`src/logic/vop_pkg.sv`:
```
// Constants and carrier types for the video output processor
// What this block does
// - Store the burst loop error into an 8-bit readable register once per line.
// - Demodulator bypass bit routes component chroma around the demodulator.
// - Gaussian bypass bit routes chroma around the demodulation low pass filter.
// - Chroma coring zeroes chroma samples below a programmable threshold.
// - Line grab bit captures one line into the first linestore, forces simple comb.
// - Blank level select picks 240, 256, external video or low-passed luma on clamp.
// - Subtract blanking from luma; negatives take the sync path, positives pedestal.
// - Subtract 8-bit pedestal; super-black clipped unless the pass bit is high.
// - Clamp enable bit drives a 0.5 us negative clamp pulse on the aux pin.
// - Clamp pulse starts two clocks more than the programmed count after each hsync.
// - Adaptive notch threshold: 00 gives 16, 01 gives 12, 10 gives 8, 11 gives 4.
// - Coring output size picks 8 or 10 bits; filtered rounds, bypassed truncates.
// - Luma notch bit enables a fixed notch at one quarter of the sample rate.
// - U gain scales U to blue difference, range 0 to 2047/256.
// - V, Y and sync gains range 0 to 1023/256.
// - Sync gain during burst blanking, luma gain on active lines.
// - RGB green difference is -1043/2048 of red minus 398/2048 of blue.
// - Add 8-bit offset to all RGB outputs or to luma only for YCbCr.
// - Limiter codes clamp RGB or Y and chroma to the four tabled ranges.
// - RGB magnitude set only by luma, U and V gains, no per-channel gain.
`default_nettype none
package vop_pkg;
  localparam int DW = 10;
  // Register offsets on the microprocessor port
  localparam logic [7:0] REG_SB_CTRL = 8'h0A;
  localparam logic [7:0] REG_U_GAIN_LO = 8'h17;
  localparam logic [7:0] REG_U_GAIN_HI = 8'h18;
  localparam logic [7:0] REG_V_GAIN_LO = 8'h19;
  localparam logic [7:0] REG_V_GAIN_HI = 8'h1A;
  localparam logic [7:0] REG_Y_GAIN_LO = 8'h1B;
  localparam logic [7:0] REG_Y_GAIN_HI = 8'h1C;
  localparam logic [7:0] REG_S_GAIN_LO = 8'h1D;
  localparam logic [7:0] REG_S_GAIN_HI = 8'h1E;
  localparam logic [7:0] REG_CTRL_A = 8'h20;
  localparam logic [7:0] REG_CTRL_B = 8'h21;
  localparam logic [7:0] REG_CORE_THR = 8'h22;
  localparam logic [7:0] REG_PEDESTAL = 8'h23;
  localparam logic [7:0] REG_CLAMP_CTRL = 8'h24;
  localparam logic [7:0] REG_CLAMP_POS = 8'h25;
  localparam logic [7:0] REG_Y_OFFSET = 8'h26;
  localparam logic [7:0] REG_BURST_ERR = 8'h40;
  // Bit positions
  localparam int SB_PASS_BIT = 4;
  localparam int CLAMP_EN_BIT = 7;
  localparam int A_DEMOD_BY = 0;
  localparam int A_GAUSS_BY = 1;
  localparam int A_FILT2 = 2;
  localparam int A_CCORE_EN = 3;
  localparam int A_LINE_GRAB = 4;
  localparam int A_ANOTCH_EN = 5;
  localparam int A_LNOTCH = 6;
  localparam int A_CORING_OUTPUT_SIZE = 7;
  localparam int B_BLANK_LO = 0;
  localparam int B_THR_LO = 2;
  localparam int B_LMT_LO = 4;
  // Reset value of the gains: unity with 8 fraction bits (3.8 for U, 2.8 for the rest)
  localparam logic [10:0] GAIN_UNITY = 11'h100;
  // Blanking levels and notch thresholds
  localparam logic signed [12:0] BLANK_240 = 13'sh0F0;
  localparam logic signed [12:0] BLANK_256 = 13'sh100;
  localparam logic [11:0] THR_0 = 12'h010;
  localparam logic [11:0] THR_1 = 12'h00C;
  localparam logic [11:0] THR_2 = 12'h008;
  localparam logic [11:0] THR_3 = 12'h004;
  // Fixed green difference weights over 2048
  localparam logic signed [12:0] G_FROM_V = 13'sh413;
  localparam logic signed [12:0] G_FROM_U = 13'sh18E;
  // Limiter ranges
  localparam logic signed [13:0] LIM_FULL_HI = 14'sh03FF;
  localparam logic signed [13:0] LIM_STD_LO = 14'sh0040;
  localparam logic signed [13:0] LIM_STD_HI = 14'sh03AC;
  localparam logic signed [13:0] LIM_C_FULL = 14'sh01FF;
  localparam logic signed [13:0] LIM_C_STD = 14'sh01C0;
  // Clamp pulse timing
  localparam int CLK_PERIOD_NS = 100;
  localparam int CLAMP_WIDTH_NS = 500;
  localparam logic [7:0] CLAMP_CYCLES = 8'((CLAMP_WIDTH_NS + CLK_PERIOD_NS - 1) / CLK_PERIOD_NS);
  typedef enum logic [2:0] {
    VOP_CLP_IDLE = 3'b001,
    VOP_CLP_WAIT = 3'b010,
    VOP_CLP_PULSE = 3'b100
  } vop_clamp_st_t;
  typedef struct packed {
    logic [DW-1:0] y;
    logic signed [DW-1:0] u;
    logic signed [DW-1:0] v;
  } vop_pix_t;
  typedef struct packed {
    logic [DW-1:0] g_y;
    logic [DW-1:0] b_u;
    logic [DW-1:0] r_v;
  } vop_out_t;
endpackage
`default_nettype wire

```
`src/logic/vop_output_processor.sv`:
```
// Video output processor: chroma path, clamp, pedestal, notch, matrix, limiters, FIFO
`timescale 1ns/1ps
`default_nettype none

module vop_fifo #(
  parameter int WIDTH = 30,
  parameter int DEPTH = 16
) (
  input wire logic core_clk,
  input wire logic rstn,
  input wire logic wr_valid,
  output logic wr_ready,
  input wire logic [WIDTH-1:0] wr_data,
  output logic rd_valid,
  input wire logic rd_ready,
  output logic [WIDTH-1:0] rd_data
);
  localparam int AW = $clog2(DEPTH);
  logic [WIDTH-1:0] mem [DEPTH];
  logic [AW-1:0] wp_r;
  logic [AW-1:0] rp_r;
  logic [AW:0] cnt_r;
  logic push;
  logic pop;
  assign push = wr_valid && wr_ready;
  assign pop = rd_valid && rd_ready;
  assign rd_data = mem[rp_r];
  // Storage has no reset; only pointers, count and flags carry state
  always_ff @(posedge core_clk) begin
    if (push) begin
      mem[wp_r] <= wr_data;
    end
  end
  // Pointers and flags kept as flops so ready and valid are glitch free
  always_ff @(posedge core_clk) begin
    if (!rstn) begin
      wp_r <= '0;
      rp_r <= '0;
      cnt_r <= '0;
      wr_ready <= 1'b0;
      rd_valid <= 1'b0;
    end else begin
      if (push) begin
        wp_r <= AW'(wp_r + 1'b1);
      end
      if (pop) begin
        rp_r <= AW'(rp_r + 1'b1);
      end
      cnt_r <= (AW+1)'(cnt_r + push - pop);
      wr_ready <= (AW+1)'(cnt_r + push - pop) != (AW+1)'(DEPTH);
      rd_valid <= (AW+1)'(cnt_r + push - pop) != '0;
    end
  end
endmodule

module vop_output_processor #(
  parameter int FIFO_DEPTH = 16
) (
  input wire logic core_clk,
  input wire logic rstn,
  input wire logic [7:0] up_addr,
  input wire logic [7:0] up_wdata,
  input wire logic up_wr,
  input wire logic up_rd,
  output logic [7:0] up_rdata,
  input wire logic in_valid,
  output logic in_ready,
  input wire vop_pkg::vop_pix_t in_pix,
  input wire logic signed [vop_pkg::DW-1:0] comp_u,
  input wire logic signed [vop_pkg::DW-1:0] comp_v,
  input wire logic burst_blank,
  input wire logic hsync,
  input wire logic burst_gate,
  input wire logic [vop_pkg::DW-1:0] ext_video_input,
  input wire logic [7:0] burst_err,
  output logic out_valid,
  input wire logic out_ready,
  output vop_pkg::vop_out_t out_pix,
  output logic aux_video_out_pin,
  output logic first_linestore_we,
  output logic comb_force_simple
);
  localparam int DW = vop_pkg::DW;
  // Register file
  logic [7:0] sb_ctrl_r, ctrl_a_r, ctrl_b_r, core_thr_r, pedestal_r;
  logic [7:0] clamp_ctrl_r, clamp_pos_r, y_offset_r, burst_err_r;
  logic [10:0] u_gain_r;
  logic [9:0] v_gain_r, y_gain_r, s_gain_r;
  logic hsync_d_r, gate_d_r, hs_edge, gate_edge;
  logic adv;
  logic [4:0] vld_r;
  assign hs_edge = hsync && !hsync_d_r;
  assign gate_edge = burst_gate && !gate_d_r;
  // The whole pipeline advances only when the FIFO can take a word
  assign adv = in_ready;

  // Host writes; gains split over low and high byte registers
  always_ff @(posedge core_clk) begin
    if (!rstn) begin
      sb_ctrl_r <= 8'h00;
      ctrl_a_r <= 8'h00;
      ctrl_b_r <= 8'h00;
      core_thr_r <= 8'h00;
      pedestal_r <= 8'h00;
      clamp_ctrl_r <= 8'h00;
      clamp_pos_r <= 8'h00;
      y_offset_r <= 8'h00;
      u_gain_r <= vop_pkg::GAIN_UNITY;
      v_gain_r <= 10'(vop_pkg::GAIN_UNITY);
      y_gain_r <= 10'(vop_pkg::GAIN_UNITY);
      s_gain_r <= 10'(vop_pkg::GAIN_UNITY);
    end else if (up_wr) begin
      case (up_addr)
        vop_pkg::REG_SB_CTRL: sb_ctrl_r <= up_wdata;
        vop_pkg::REG_CTRL_A: ctrl_a_r <= up_wdata;
        vop_pkg::REG_CTRL_B: ctrl_b_r <= up_wdata;
        vop_pkg::REG_CORE_THR: core_thr_r <= up_wdata;
        vop_pkg::REG_PEDESTAL: pedestal_r <= up_wdata;
        vop_pkg::REG_CLAMP_CTRL: clamp_ctrl_r <= up_wdata;
        vop_pkg::REG_CLAMP_POS: clamp_pos_r <= up_wdata;
        vop_pkg::REG_Y_OFFSET: y_offset_r <= up_wdata;
        vop_pkg::REG_U_GAIN_LO: u_gain_r[7:0] <= up_wdata;
        vop_pkg::REG_U_GAIN_HI: u_gain_r[10:8] <= up_wdata[2:0];
        vop_pkg::REG_V_GAIN_LO: v_gain_r[7:0] <= up_wdata;
        vop_pkg::REG_V_GAIN_HI: v_gain_r[9:8] <= up_wdata[1:0];
        vop_pkg::REG_Y_GAIN_LO: y_gain_r[7:0] <= up_wdata;
        vop_pkg::REG_Y_GAIN_HI: y_gain_r[9:8] <= up_wdata[1:0];
        vop_pkg::REG_S_GAIN_LO: s_gain_r[7:0] <= up_wdata;
        vop_pkg::REG_S_GAIN_HI: s_gain_r[9:8] <= up_wdata[1:0];
        default: ;
      endcase
    end
  end

  // Host reads, one cycle after the strobe; unmapped reads return zero
  always_ff @(posedge core_clk) begin
    if (!rstn) begin
      up_rdata <= 8'h00;
    end else if (up_rd) begin
      case (up_addr)
        vop_pkg::REG_SB_CTRL: up_rdata <= sb_ctrl_r;
        vop_pkg::REG_CTRL_A: up_rdata <= ctrl_a_r;
        vop_pkg::REG_CTRL_B: up_rdata <= ctrl_b_r;
        vop_pkg::REG_CORE_THR: up_rdata <= core_thr_r;
        vop_pkg::REG_PEDESTAL: up_rdata <= pedestal_r;
        vop_pkg::REG_CLAMP_CTRL: up_rdata <= clamp_ctrl_r;
        vop_pkg::REG_CLAMP_POS: up_rdata <= clamp_pos_r;
        vop_pkg::REG_Y_OFFSET: up_rdata <= y_offset_r;
        vop_pkg::REG_U_GAIN_LO: up_rdata <= u_gain_r[7:0];
        vop_pkg::REG_U_GAIN_HI: up_rdata <= {5'h00, u_gain_r[10:8]};
        vop_pkg::REG_V_GAIN_LO: up_rdata <= v_gain_r[7:0];
        vop_pkg::REG_V_GAIN_HI: up_rdata <= {6'h00, v_gain_r[9:8]};
        vop_pkg::REG_Y_GAIN_LO: up_rdata <= y_gain_r[7:0];
        vop_pkg::REG_Y_GAIN_HI: up_rdata <= {6'h00, y_gain_r[9:8]};
        vop_pkg::REG_S_GAIN_LO: up_rdata <= s_gain_r[7:0];
        vop_pkg::REG_S_GAIN_HI: up_rdata <= {6'h00, s_gain_r[9:8]};
        vop_pkg::REG_BURST_ERR: up_rdata <= burst_err_r;
        default: up_rdata <= 8'h00;
      endcase
    end
  end

  // Edge detectors and the once-per-line loop error snapshot
  always_ff @(posedge core_clk) begin
    if (!rstn) begin
      hsync_d_r <= 1'b0;
      gate_d_r <= 1'b0;
      burst_err_r <= 8'h00;
    end else begin
      hsync_d_r <= hsync;
      gate_d_r <= burst_gate;
      if (hs_edge) begin
        burst_err_r <= burst_err;
      end
    end
  end

  // Line grab: armed by the control bit, writes exactly the next whole line
  logic grab_done_r;
  always_ff @(posedge core_clk) begin
    if (!rstn) begin
      first_linestore_we <= 1'b0;
      grab_done_r <= 1'b0;
      comb_force_simple <= 1'b0;
    end else begin
      comb_force_simple <= ctrl_a_r[vop_pkg::A_LINE_GRAB];
      if (!ctrl_a_r[vop_pkg::A_LINE_GRAB]) begin
        first_linestore_we <= 1'b0;
        grab_done_r <= 1'b0;
      end else if (hs_edge) begin
        first_linestore_we <= !grab_done_r && !first_linestore_we;
        grab_done_r <= grab_done_r || first_linestore_we;
      end
    end
  end

  // Clamp pulse generator: position count, then a fixed-width low pulse
  vop_pkg::vop_clamp_st_t clp_st_r;
  logic [7:0] clp_cnt_r;
  always_ff @(posedge core_clk) begin
    if (!rstn) begin
      clp_st_r <= vop_pkg::VOP_CLP_IDLE;
      clp_cnt_r <= 8'h00;
      aux_video_out_pin <= 1'b1;
    end else begin
      case (clp_st_r)
        vop_pkg::VOP_CLP_IDLE: begin
          aux_video_out_pin <= 1'b1;
          if (hs_edge) begin
            clp_st_r <= vop_pkg::VOP_CLP_WAIT;
            clp_cnt_r <= clamp_pos_r;
          end
        end
        vop_pkg::VOP_CLP_WAIT: begin
          if (clp_cnt_r == 8'h00) begin
            clp_st_r <= vop_pkg::VOP_CLP_PULSE;
            clp_cnt_r <= 8'(vop_pkg::CLAMP_CYCLES - 8'h01);
            aux_video_out_pin <= !clamp_ctrl_r[vop_pkg::CLAMP_EN_BIT];
          end else begin
            clp_cnt_r <= 8'(clp_cnt_r - 8'h01);
          end
        end
        vop_pkg::VOP_CLP_PULSE: begin
          if (clp_cnt_r == 8'h00) begin
            clp_st_r <= vop_pkg::VOP_CLP_IDLE;
            aux_video_out_pin <= 1'b1;
          end else begin
            clp_cnt_r <= 8'(clp_cnt_r - 8'h01);
          end
        end
        default: begin
          clp_st_r <= vop_pkg::VOP_CLP_IDLE;
          aux_video_out_pin <= 1'b1;
        end
      endcase
    end
  end

  // Chroma path per channel: demod bypass, Gaussian LPF or bypass, coring
  logic signed [DW-1:0] c_in [2];
  logic signed [DW-1:0] c_s1 [2];
  assign c_in[0] = ctrl_a_r[vop_pkg::A_DEMOD_BY] ? comp_u : in_pix.u;
  assign c_in[1] = ctrl_a_r[vop_pkg::A_DEMOD_BY] ? comp_v : in_pix.v;
  genvar ch;
  generate
    for (ch = 0; ch < 2; ch++) begin : g_chroma
      logic signed [DW-1:0] h_r [4];
      logic signed [DW+3:0] f1, f2;
      logic signed [DW-1:0] sel;
      logic [DW-1:0] mag;
      // Both filters center on the second history tap so the choice keeps latency
      assign f1 = (DW+4)'(h_r[0]) + ((DW+4)'(h_r[1]) <<< 1) + (DW+4)'(h_r[2]) + 14'sd2;
      assign f2 = (DW+4)'(c_in[ch]) + ((DW+4)'(h_r[0]) <<< 2) + 14'sd8
                + (DW+4)'(h_r[1]) * 14'sd6 + ((DW+4)'(h_r[2]) <<< 2) + (DW+4)'(h_r[3]);
      always_comb begin
        if (ctrl_a_r[vop_pkg::A_GAUSS_BY]) begin
          sel = h_r[1];
        end else if (ctrl_a_r[vop_pkg::A_FILT2]) begin
          sel = DW'(f2 >>> 4);
        end else begin
          sel = DW'(f1 >>> 2);
        end
        mag = sel[DW-1] ? DW'(-sel) : DW'(sel);
      end
      always_ff @(posedge core_clk) begin
        if (!rstn) begin
          h_r <= '{default: '0};
          c_s1[ch] <= '0;
        end else if (in_valid && adv) begin
          h_r[0] <= c_in[ch];
          h_r[1] <= h_r[0];
          h_r[2] <= h_r[1];
          h_r[3] <= h_r[2];
          // Small chroma is treated as noise and zeroed
          if (ctrl_a_r[vop_pkg::A_CCORE_EN] && mag < DW'(core_thr_r)) begin
            c_s1[ch] <= '0;
          end else begin
            c_s1[ch] <= sel;
          end
        end
      end
    end
  endgenerate

  // Stage 1: luma capture and clamp level sampled on the burst gate edge
  logic [DW-1:0] y_s1, y_prev_r;
  logic blk_s1;
  logic signed [12:0] blank_r;
  always_ff @(posedge core_clk) begin
    if (!rstn) begin
      y_s1 <= '0;
      y_prev_r <= '0;
      blk_s1 <= 1'b0;
      blank_r <= vop_pkg::BLANK_240;
    end else begin
      if (in_valid && adv) begin
        y_s1 <= in_pix.y;
        y_prev_r <= y_s1;
        blk_s1 <= burst_blank;
      end
      if (gate_edge) begin
        case (ctrl_b_r[vop_pkg::B_BLANK_LO +: 2])
          2'b00: blank_r <= vop_pkg::BLANK_240;
          2'b01: blank_r <= vop_pkg::BLANK_256;
          2'b10: blank_r <= 13'(ext_video_input);
          default: blank_r <= 13'((11'(y_s1) + 11'(y_prev_r)) >> 1);
        endcase
      end
    end
  end

  // Stage 2: blanking removal, then pedestal on pure luma only
  logic signed [12:0] diff, ped;
  logic signed [12:0] y_s2;
  logic blk_s2;
  logic signed [DW-1:0] u_s2, v_s2;
  assign diff = 13'(y_s1) - blank_r;
  assign ped = diff - 13'(pedestal_r);
  always_ff @(posedge core_clk) begin
    if (!rstn) begin
      y_s2 <= '0;
      blk_s2 <= 1'b0;
      u_s2 <= '0;
      v_s2 <= '0;
    end else if (adv) begin
      blk_s2 <= blk_s1;
      u_s2 <= c_s1[0];
      v_s2 <= c_s1[1];
      if (diff < 0) begin
        y_s2 <= diff;
      end else if (ped < 0 && !sb_ctrl_r[vop_pkg::SB_PASS_BIT]) begin
        y_s2 <= '0;
      end else begin
        y_s2 <= ped;
      end
    end
  end

  // Stage 3: adaptive notch and fixed quarter-rate notch on luma
  logic signed [12:0] yh0_r, yh1_r, d1, d2, a1, a2, anf, lnf, y_fil;
  logic [11:0] thr;
  logic an_bypass;
  logic signed [12:0] y_s3;
  logic blk_s3;
  logic signed [DW-1:0] u_s3, v_s3;
  assign d1 = y_s2 - yh0_r;
  assign d2 = yh0_r - yh1_r;
  assign a1 = d1 < 0 ? -d1 : d1;
  assign a2 = d2 < 0 ? -d2 : d2;
  always_comb begin
    case (ctrl_b_r[vop_pkg::B_THR_LO +: 2])
      2'b00: thr = vop_pkg::THR_0;
      2'b01: thr = vop_pkg::THR_1;
      2'b10: thr = vop_pkg::THR_2;
      default: thr = vop_pkg::THR_3;
    endcase
  end
  // Either neighbour difference at or above threshold marks an edge
  assign an_bypass = !ctrl_a_r[vop_pkg::A_ANOTCH_EN]
                   || 12'(a1) >= thr || 12'(a2) >= thr;
  assign anf = 13'((14'(y_s2) + (14'(yh0_r) <<< 1) + 14'(yh1_r)) >>> 2);
  assign lnf = 13'((14'(y_s2) + 14'(yh1_r) + 14'sd1) >>> 1);
  always_comb begin
    if (ctrl_a_r[vop_pkg::A_LNOTCH]) begin
      y_fil = lnf;
    end else begin
      y_fil = an_bypass ? yh0_r : anf;
    end
  end
  always_ff @(posedge core_clk) begin
    if (!rstn) begin
      yh0_r <= '0;
      yh1_r <= '0;
      y_s3 <= '0;
      blk_s3 <= 1'b0;
      u_s3 <= '0;
      v_s3 <= '0;
    end else if (adv) begin
      yh0_r <= y_s2;
      yh1_r <= yh0_r;
      blk_s3 <= blk_s2;
      u_s3 <= u_s2;
      v_s3 <= v_s2;
      if (!ctrl_a_r[vop_pkg::A_CORING_OUTPUT_SIZE]) begin
        y_s3 <= y_fil;
      end else if (an_bypass && !ctrl_a_r[vop_pkg::A_LNOTCH]) begin
        y_s3 <= y_fil & ~13'sh0003;
      end else begin
        y_s3 <= (y_fil + 13'sh0002) & ~13'sh0003;
      end
    end
  end

  // Stage 4: scalars with rounding, gain chosen by blanking
  logic [9:0] yg;
  logic signed [24:0] py, pu, pv, pg;
  logic signed [13:0] y_s4, u_s4, v_s4, g_s4;
  assign yg = blk_s3 ? s_gain_r : y_gain_r;
  assign py = 25'(y_s3) * $signed({1'b0, yg}) + 25'sd128;
  assign pu = 25'(u_s3) * $signed({1'b0, u_gain_r}) + 25'sd128;
  assign pv = 25'(v_s3) * $signed({1'b0, v_gain_r}) + 25'sd128;
  assign pg = -(25'(v_s4) * 25'(vop_pkg::G_FROM_V)) - (25'(u_s4) * 25'(vop_pkg::G_FROM_U))
            + 25'sd1024;
  always_ff @(posedge core_clk) begin
    if (!rstn) begin
      y_s4 <= '0;
      u_s4 <= '0;
      v_s4 <= '0;
    end else if (adv) begin
      y_s4 <= 14'(py >>> 8);
      u_s4 <= 14'(pu >>> 8);
      v_s4 <= 14'(pv >>> 8);
    end
  end
  assign g_s4 = 14'(pg >>> 11);

  // Stage 5: offset and limiters; output magnitude only via the three gains
  function automatic logic [DW-1:0] lim(input logic signed [14:0] x,
                                        input logic signed [13:0] lo,
                                        input logic signed [13:0] hi);
    logic signed [14:0] r;
    r = x;
    if (x < 15'(lo)) begin
      r = 15'(lo);
    end
    if (x > 15'(hi)) begin
      r = 15'(hi);
    end
    return DW'(r);
  endfunction
  logic rgb, std_rng;
  logic signed [14:0] yo, r_sum, g_sum, b_sum;
  logic signed [13:0] ylo, yhi, clim;
  vop_pkg::vop_out_t res;
  assign rgb = !ctrl_b_r[vop_pkg::B_LMT_LO];
  assign std_rng = ctrl_b_r[vop_pkg::B_LMT_LO + 1];
  assign yo = 15'(y_s4) + 15'(y_offset_r);
  assign r_sum = yo + 15'(v_s4);
  assign g_sum = yo + 15'(g_s4);
  assign b_sum = yo + 15'(u_s4);
  assign ylo = std_rng ? vop_pkg::LIM_STD_LO : 14'sh0000;
  assign yhi = std_rng ? vop_pkg::LIM_STD_HI : vop_pkg::LIM_FULL_HI;
  assign clim = std_rng ? vop_pkg::LIM_C_STD : vop_pkg::LIM_C_FULL;
  always_comb begin
    if (rgb) begin
      res.g_y = lim(g_sum, ylo, yhi);
      res.r_v = lim(r_sum, ylo, yhi);
      res.b_u = lim(b_sum, ylo, yhi);
    end else begin
      res.g_y = lim(yo, ylo, yhi);
      res.b_u = lim(15'(u_s4), -clim, clim);
      res.r_v = lim(15'(v_s4), -clim, clim);
    end
  end

  // Valid bits walk with the data so latency is fixed at five advances
  always_ff @(posedge core_clk) begin
    if (!rstn) begin
      vld_r <= 5'h00;
    end else if (adv) begin
      vld_r <= {vld_r[3:0], in_valid};
    end
  end

  // Stage 5 writes straight into the FIFO; its ready stalls every stage
  vop_fifo #(
    .WIDTH(3 * DW),
    .DEPTH(FIFO_DEPTH)
  ) u_fifo (
    .core_clk(core_clk),
    .rstn(rstn),
    .wr_valid(vld_r[3] && adv),
    .wr_ready(in_ready),
    .wr_data(res),
    .rd_valid(out_valid),
    .rd_ready(out_ready),
    .rd_data(out_pix)
  );
endmodule

`default_nettype wire

```
`config.mk`:
```
export PLATFORM = sky130hd
export DESIGN_NAME = vop_output_processor
export DESIGN_NICKNAME = d
export VERILOG_FILES = /design/src/logic/vop_pkg.sv /design/src/logic/vop_output_processor.sv
export SDC_FILE = /design/constraint.sdc
export NUM_CORES = 2
export LEC_CHECK = 0
export BUFFER_PORTS_ARGS = -buffer_cell sky130_fd_sc_hd__buf_2
export CAP_MARGIN = 10
export CORE_MARGIN = 2
export CORE_UTILIZATION = 55
export DETAILED_ROUTE_END_ITERATION = 12
export PLACE_DENSITY = 0.75
export SETUP_SLACK_MARGIN = 0.5
export SYNTH_ARGS = -nofsm -noshare
export SYNTH_HDL_FRONTEND = slang
export SYNTH_SLANG_ARGS = --single-unit
```
`constraint.sdc`:
```
create_clock -name core_clk -period 12.2 [get_ports core_clk]
set_input_delay 1.22 -clock core_clk [delete_from_list [all_inputs] [get_ports core_clk]]
set_output_delay 1.22 -clock core_clk [all_outputs]
set_load 0.005 [all_outputs]
```
### Yosys cells after proc, flatten, opt, wreduce, memory -nomap -nowiden

Memory sizes are Yosys's and may differ from the RTL's. A register that Yosys moved wholly into a read port is not among the register bits.
Index checks and enable logic that the tools add are counted.

* register bits after elaboration: 387
* bits in latches: 0
* bits in writable memories: 500
* ROM bits: 0
* input port bits: 93
* output and inout bits: 43
* logic and storage cells: 284
* memories kept: 2

* add/sub/neg operators: 46
* multiply operators: 7
* div/mod/pow operators: 0
* $lt $le $gt $ge: 20
* eq/ne operators: 29
* shift operators: 0
* muxes and demuxes: 72
* bitwise operators: 4
* reductions and logical operators: 49

Memories
* u_fifo.mem: depth 16, width 30, read ports 1, clocked after memory_dff 1, write ports 1, line vop_output_processor.sv:19 `logic [WIDTH-1:0] mem [DEPTH];`
* c_s1: depth 2, width 10, read ports 2, clocked after memory_dff 2, write ports 2, line vop_output_processor.sv:241 `logic signed [DW-1:0] c_s1 [2];`

Operators by type and width (count)
* two-way mux 10 bit: 25
* one-hot mux 8 bit (17 select lines): 1
* two-way mux 13 bit: 6
* == test 8 x 5 -> 1 bit (second input constant): 8
* > comparator 15 x 11 -> 1 bit: 4
* less-than comparator 15 x 8 -> 1 bit: 4
* == test 8 x 6 -> 1 bit (second input constant): 7
* less-than comparator 13 x 1 -> 1 bit (second input constant): 4
* adder 15 x 14 -> 15 bit: 3
* adder 22 x 9 -> 22 bit (second input constant): 2
* AND reduction 2 bit: 18
* two-way mux 30 bit: 1
* one-hot mux 10 bit (3 select lines): 1
* adder 13 x 5 -> 14 bit (second input constant): 2
* adder 14 x 10 -> 14 bit: 2
* adder 14 x 12 -> 14 bit: 2
* adder 14 bit: 2
* > comparator 14 x 10 -> 1 bit: 2
* less-than comparator 14 bit: 2
* adder 10 x 12 -> 13 bit: 2
* multiplier 10 x 3 -> 13 bit (second input constant): 2
* subtractor 13 bit: 2
* adder 25 x 12 -> 25 bit (second input constant): 1
* multiplier 14 x 12 -> 25 bit (second input constant): 1
* other kinds (57): 123

### Logic depth before layout (Yosys ltp)

* word-level depth: 18
* gate-level depth with buffers: 45
* depth with buffers taken out: 45

### By module

A second synthesis with hierarchy kept.

* cells, all modules: 6397
* area, all modules: 66371.2 sq um

By module, submodules not included
* vop_output_processor: times used 1, cells each 5549, area each 47508.1 sq um
* vop_fifo: times used 1, cells each 848, area each 18863.1 sq um

### Worst setup path before layout

No wires, ideal clock.

* kind: register -> register
* start: register u_s4[4]
* end: memory u_fifo.mem[0][24] (data pin)
* arrival: 10.018 ns
* data required time: 11.903 ns
* setup slack: 1.884 ns
* cell stages (with the launch flop): 38
* buffers on the path: 0
* cells stage by stage: dfxtp_1 inv_1 fa_1 inv_1 ha_1 ha_1 fa_1 ha_1 o21ai_0 a21boi_0 o21ai_0 a21boi_0 o21ai_0 a21boi_0 nor2_1 ha_1 ha_1 fa_1 [... 2 more ...] inv_1 ha_1 and3_1 a211oi_1 a21oi_1 o41a_1 and4_1 or2_2 xor2_1 ha_1 a21o_1 o21ai_0 nor3b_1 a211oi_1 xor2_1 nor2b_1 a21o_1 a2bb2oi_1

RTL lines
* start: declaration: line vop_output_processor.sv:397 `logic signed [13:0] y_s4, u_s4, v_s4, g_s4;`
* start signal: assignment: line vop_output_processor.sv:411 `u_s4 <= 14'(pu >>> 8);`
* end: declaration: line vop_output_processor.sv:19

==> results.sh <==
export IMPL_status="completed"
export IMPL_start_util_pct=55.31
export IMPL_yosysMostFrequentCell="inv_1"
export IMPL_netSwitchingPower_w=0.006517
export IMPL_p_int_w=0.009777
export IMPL_final_nets=7532
export IMPL_synthTopCellsByArea="edfxtp_1 23%, fa_1 13%, ha_1 13%, dfxtp_1 12%, mux4_2 5.1%"
export IMPL_ys_top_cells_by_count="809 x inv_1, 678 x ha_1, 500 x edfxtp_1"
export IMPL_drive_above_1_share_pct=10.01
export IMPL_path_buf_inv=2
export IMPL_cts_sinks=908
export IMPL_synth_edf_count=500
export IMPL_die_x_um=350.6
export IMPL_arrival_ps=11590
export IMPL_cp_end_kind="register"
export IMPL_clock_fmax_ghz=0.09073
export IMPL_ant_nets=0
export IMPL_clockBufferDepth=3
export IMPL_setup_viol=0
export IMPL_drv_slew=0
export IMPL_die_h_um=350.6
export IMPL_drcViolationCount=0
export IMPL_period_needed_ps=11020
export IMPL_path_clk_slew_ps=70
export IMPL_dr_pass1_iters=6
export IMPL_p_comb_share_pct=50.1
export IMPL_worst_pin_slew_ps=1240
export IMPL_final_core_util_pct=60.24
export IMPL_io_buffers=135
export IMPL_critPathLaunchType="register"
export IMPL_setup_tns_final_ps=0
export IMPL_grt_max_degree=108
export IMPL_critPathKind="register to register"
export IMPL_avgSynthCellArea_um2=10.56
export IMPL_grt_use_total_pct=26.82
export IMPL_place_hpwl_um=115400
export IMPL_rsz0062_at_grt="no"
export IMPL_path_max_fanout=16
export IMPL_synth_area_um2=66090
export IMPL_yosys_warnings=0
export IMPL_wl_per_cell_um=20.31
export IMPL_clk_latency_ps=740
export IMPL_slowest_delay_ps=620
export IMPL_min_path_type="register to register"
export IMPL_place_gp_congestion=0.9635
export IMPL_yosysTopAreaCell="edfxtp_1"
export IMPL_yosysTopAreaCellShare_pct=22.72
export IMPL_clkPwrFrac_pct=18.6
export IMPL_p_sw_share_pct=40.00
export IMPL_avgViaCountPerCell=5.841
export IMPL_final_period_utilization_pct=90.35
export IMPL_cts_tree="built"
export IMPL_cts_buffers=96
export IMPL_area_growth_pct=8.925
export IMPL_synth_ff_type="edfxtp_1"
export IMPL_ir_worst_vdd_uv=832.4
export IMPL_async_flop_share_pct=0
export IMPL_overflow=0
export IMPL_hold_viol_final=0
export IMPL_slowest_stage="dfxtp_1"
export IMPL_drt_wl_total_um=162800
export IMPL_synth_nets=7462
export IMPL_row_count=127
export IMPL_postSynthCellCount=6257
export IMPL_drt_iter0_markers=4030
export IMPL_h_tree_depth=3
export IMPL_maxCapViolations=0
export IMPL_ios=136
export IMPL_relSlewSlack_pct=16.85
export IMPL_die_area_um2=122900
export IMPL_cts_root_buf="clkbuf_16"
export IMPL_p_per_area_nw_per_um2=226.4
export IMPL_first_global_vias=47278
export IMPL_yosys_cell_types_count=99
export IMPL_p_leak_nw=30.66
export IMPL_skew_ps=51.56
export IMPL_grt_pass1_wl_um=260100
export IMPL_cpMostUsedCell="ha_1"
export IMPL_num_vias=46812
export IMPL_fp_coreArea_um2=119500
export IMPL_seq_power_share_pct=31.3
export IMPL_crit_family="adder cells"
export IMPL_synth_seq_cells=908
export IMPL_crit_required_ps=12770
export IMPL_cts_hold_buf=0
export IMPL_synth_seq_area_share_pct=35.08
export IMPL_antenna_found_initial=10
area by class of cell:
| cell class | count | area, µm² |
|---|---|---|
| fill | 9736 | 47510 |
| multi-input combinational | 4283 | 39090 |
| sequential | 908 | 23200 |
| inverter | 810 | 3048 |
| clock buffer | 120 | 2562 |
| tap | 1612 | 2017 |
| timing repair buffer | 228 | 1376 |
| clock inverter | 53 | 685.7 |
| antenna | 1 | 2.502 |
layout by cell type, fill, tap and decap left out, types with 153 or more instances in the layout:
master and count:
fa_1 434, xnor2_1 199, ha_1 678, a21oi_1 335, mux2i_1 153, dfxtp_1 399
o21ai_0 188, edfxtp_1 500, nand2_1 483, nor2_1 353, inv_1 809
power groups by stage:
| stage | registers, W | logic (W) | clock network (W) |
|---|---|---|---|
| after floorplan | 0.00502 | 0.00579 | 0 |
| final | 0.00510 | 0.00816 | 0.00303 |
| after global placement | 0.00517 | 0.00752 | 0 |
| after global routing | 0.00513 | 0.00912 | 0.00318 |
| after CTS | 0.00511 | 0.00792 | 0.00307 |
| after detailed placement | 0.00518 | 0.00782 | 0 |
cells by family (layout without fill, tap and decap cells):
family	count (synthesis)	in the layout	synth area share, %
AND/OR/NAND/NOR	1524	1524	10.98
adder cells (fa/ha/maj)	1112	1112	25.98
buffers and inverters	1066	1211	6.066
AO/OA/AOI/OAI	1050	1050	10.48
flip-flops	908	908	35.08
multiplexers	326	326	7.821
XOR/XNOR	271	271	3.592
other	0	1	0
state kept, by name, indices dropped and copies added, names as in the netlist, 10 cells and up, named ones only:
signal        count
v_gain_r         10
v_s4             14
yh0_r            13
u_s4             14
v_s2             10
u_s3             10
yh1_r            13
v_s3             10
s_gain_r         10
u_gain_r         11
y_gain_r         10
y_s3             13
y_s4             14
y_s2             13
c_s1             20
u_fifo.mem      480
blank_r          10
y_s1             10
g_chroma.h_r     80
u_s2             10
y_prev_r         10
routing by layer:
metal  routed length, µm  GRT usage [%]  vias up
met5                 122              0        -
met4                4983          8.102       18
met3               10230          3.838      332
met2               79360          46.20     1538
met1               68080          35.04    23097
li1                    -              -    21827
path summary, 6_finish.rpt:
check                                  start                 to  slack, ps  depth (start not counted)
worst max register to register       u_s4[7]  u_fifo.mem[0][20]       1180                         40
worst max-delay path                 u_s4[7]  u_fifo.mem[0][20]       1180                         40
worst min-delay path            sb_ctrl_r[2]       sb_ctrl_r[2]        450                          2
worst min register to register  sb_ctrl_r[2]       sb_ctrl_r[2]        450                          2
worst min-delay path, stage by stage (launching register included):
cell and delay, ps:
dfxtp_1 310, nand2_1 50, a21oi_1 50
repair_timing:
item | in CTS | in global routing
setup buffers | 0 | 1
gates resized for setup | 0 | 11
endpoints found under the setup margin | 0 | 160
per-stage QoR:
step | std cells | power [W] | worst slack (ps) | area [µm²] | hold WS, ps
2_1_floorplan | 6257 | 0.01082 | 1884 | 66090 | 435.7
3_3_place_gp | 7835 | 0.01269 | 867.0 | 68650 | 441.5
3_5_place_dp | 7835 | 0.01300 | 643.1 | 68650 | 446.6
4_1_cts | 8008 | 0.01610 | 545.1 | 71890 | 454.8
5_1_grt | 8014 | 0.01744 | 487.0 | 71980 | 477.5
6_report | 8015 | 0.01629 | 1178 | 71990 | 455.0
Power figures use the tool's default switching activity.
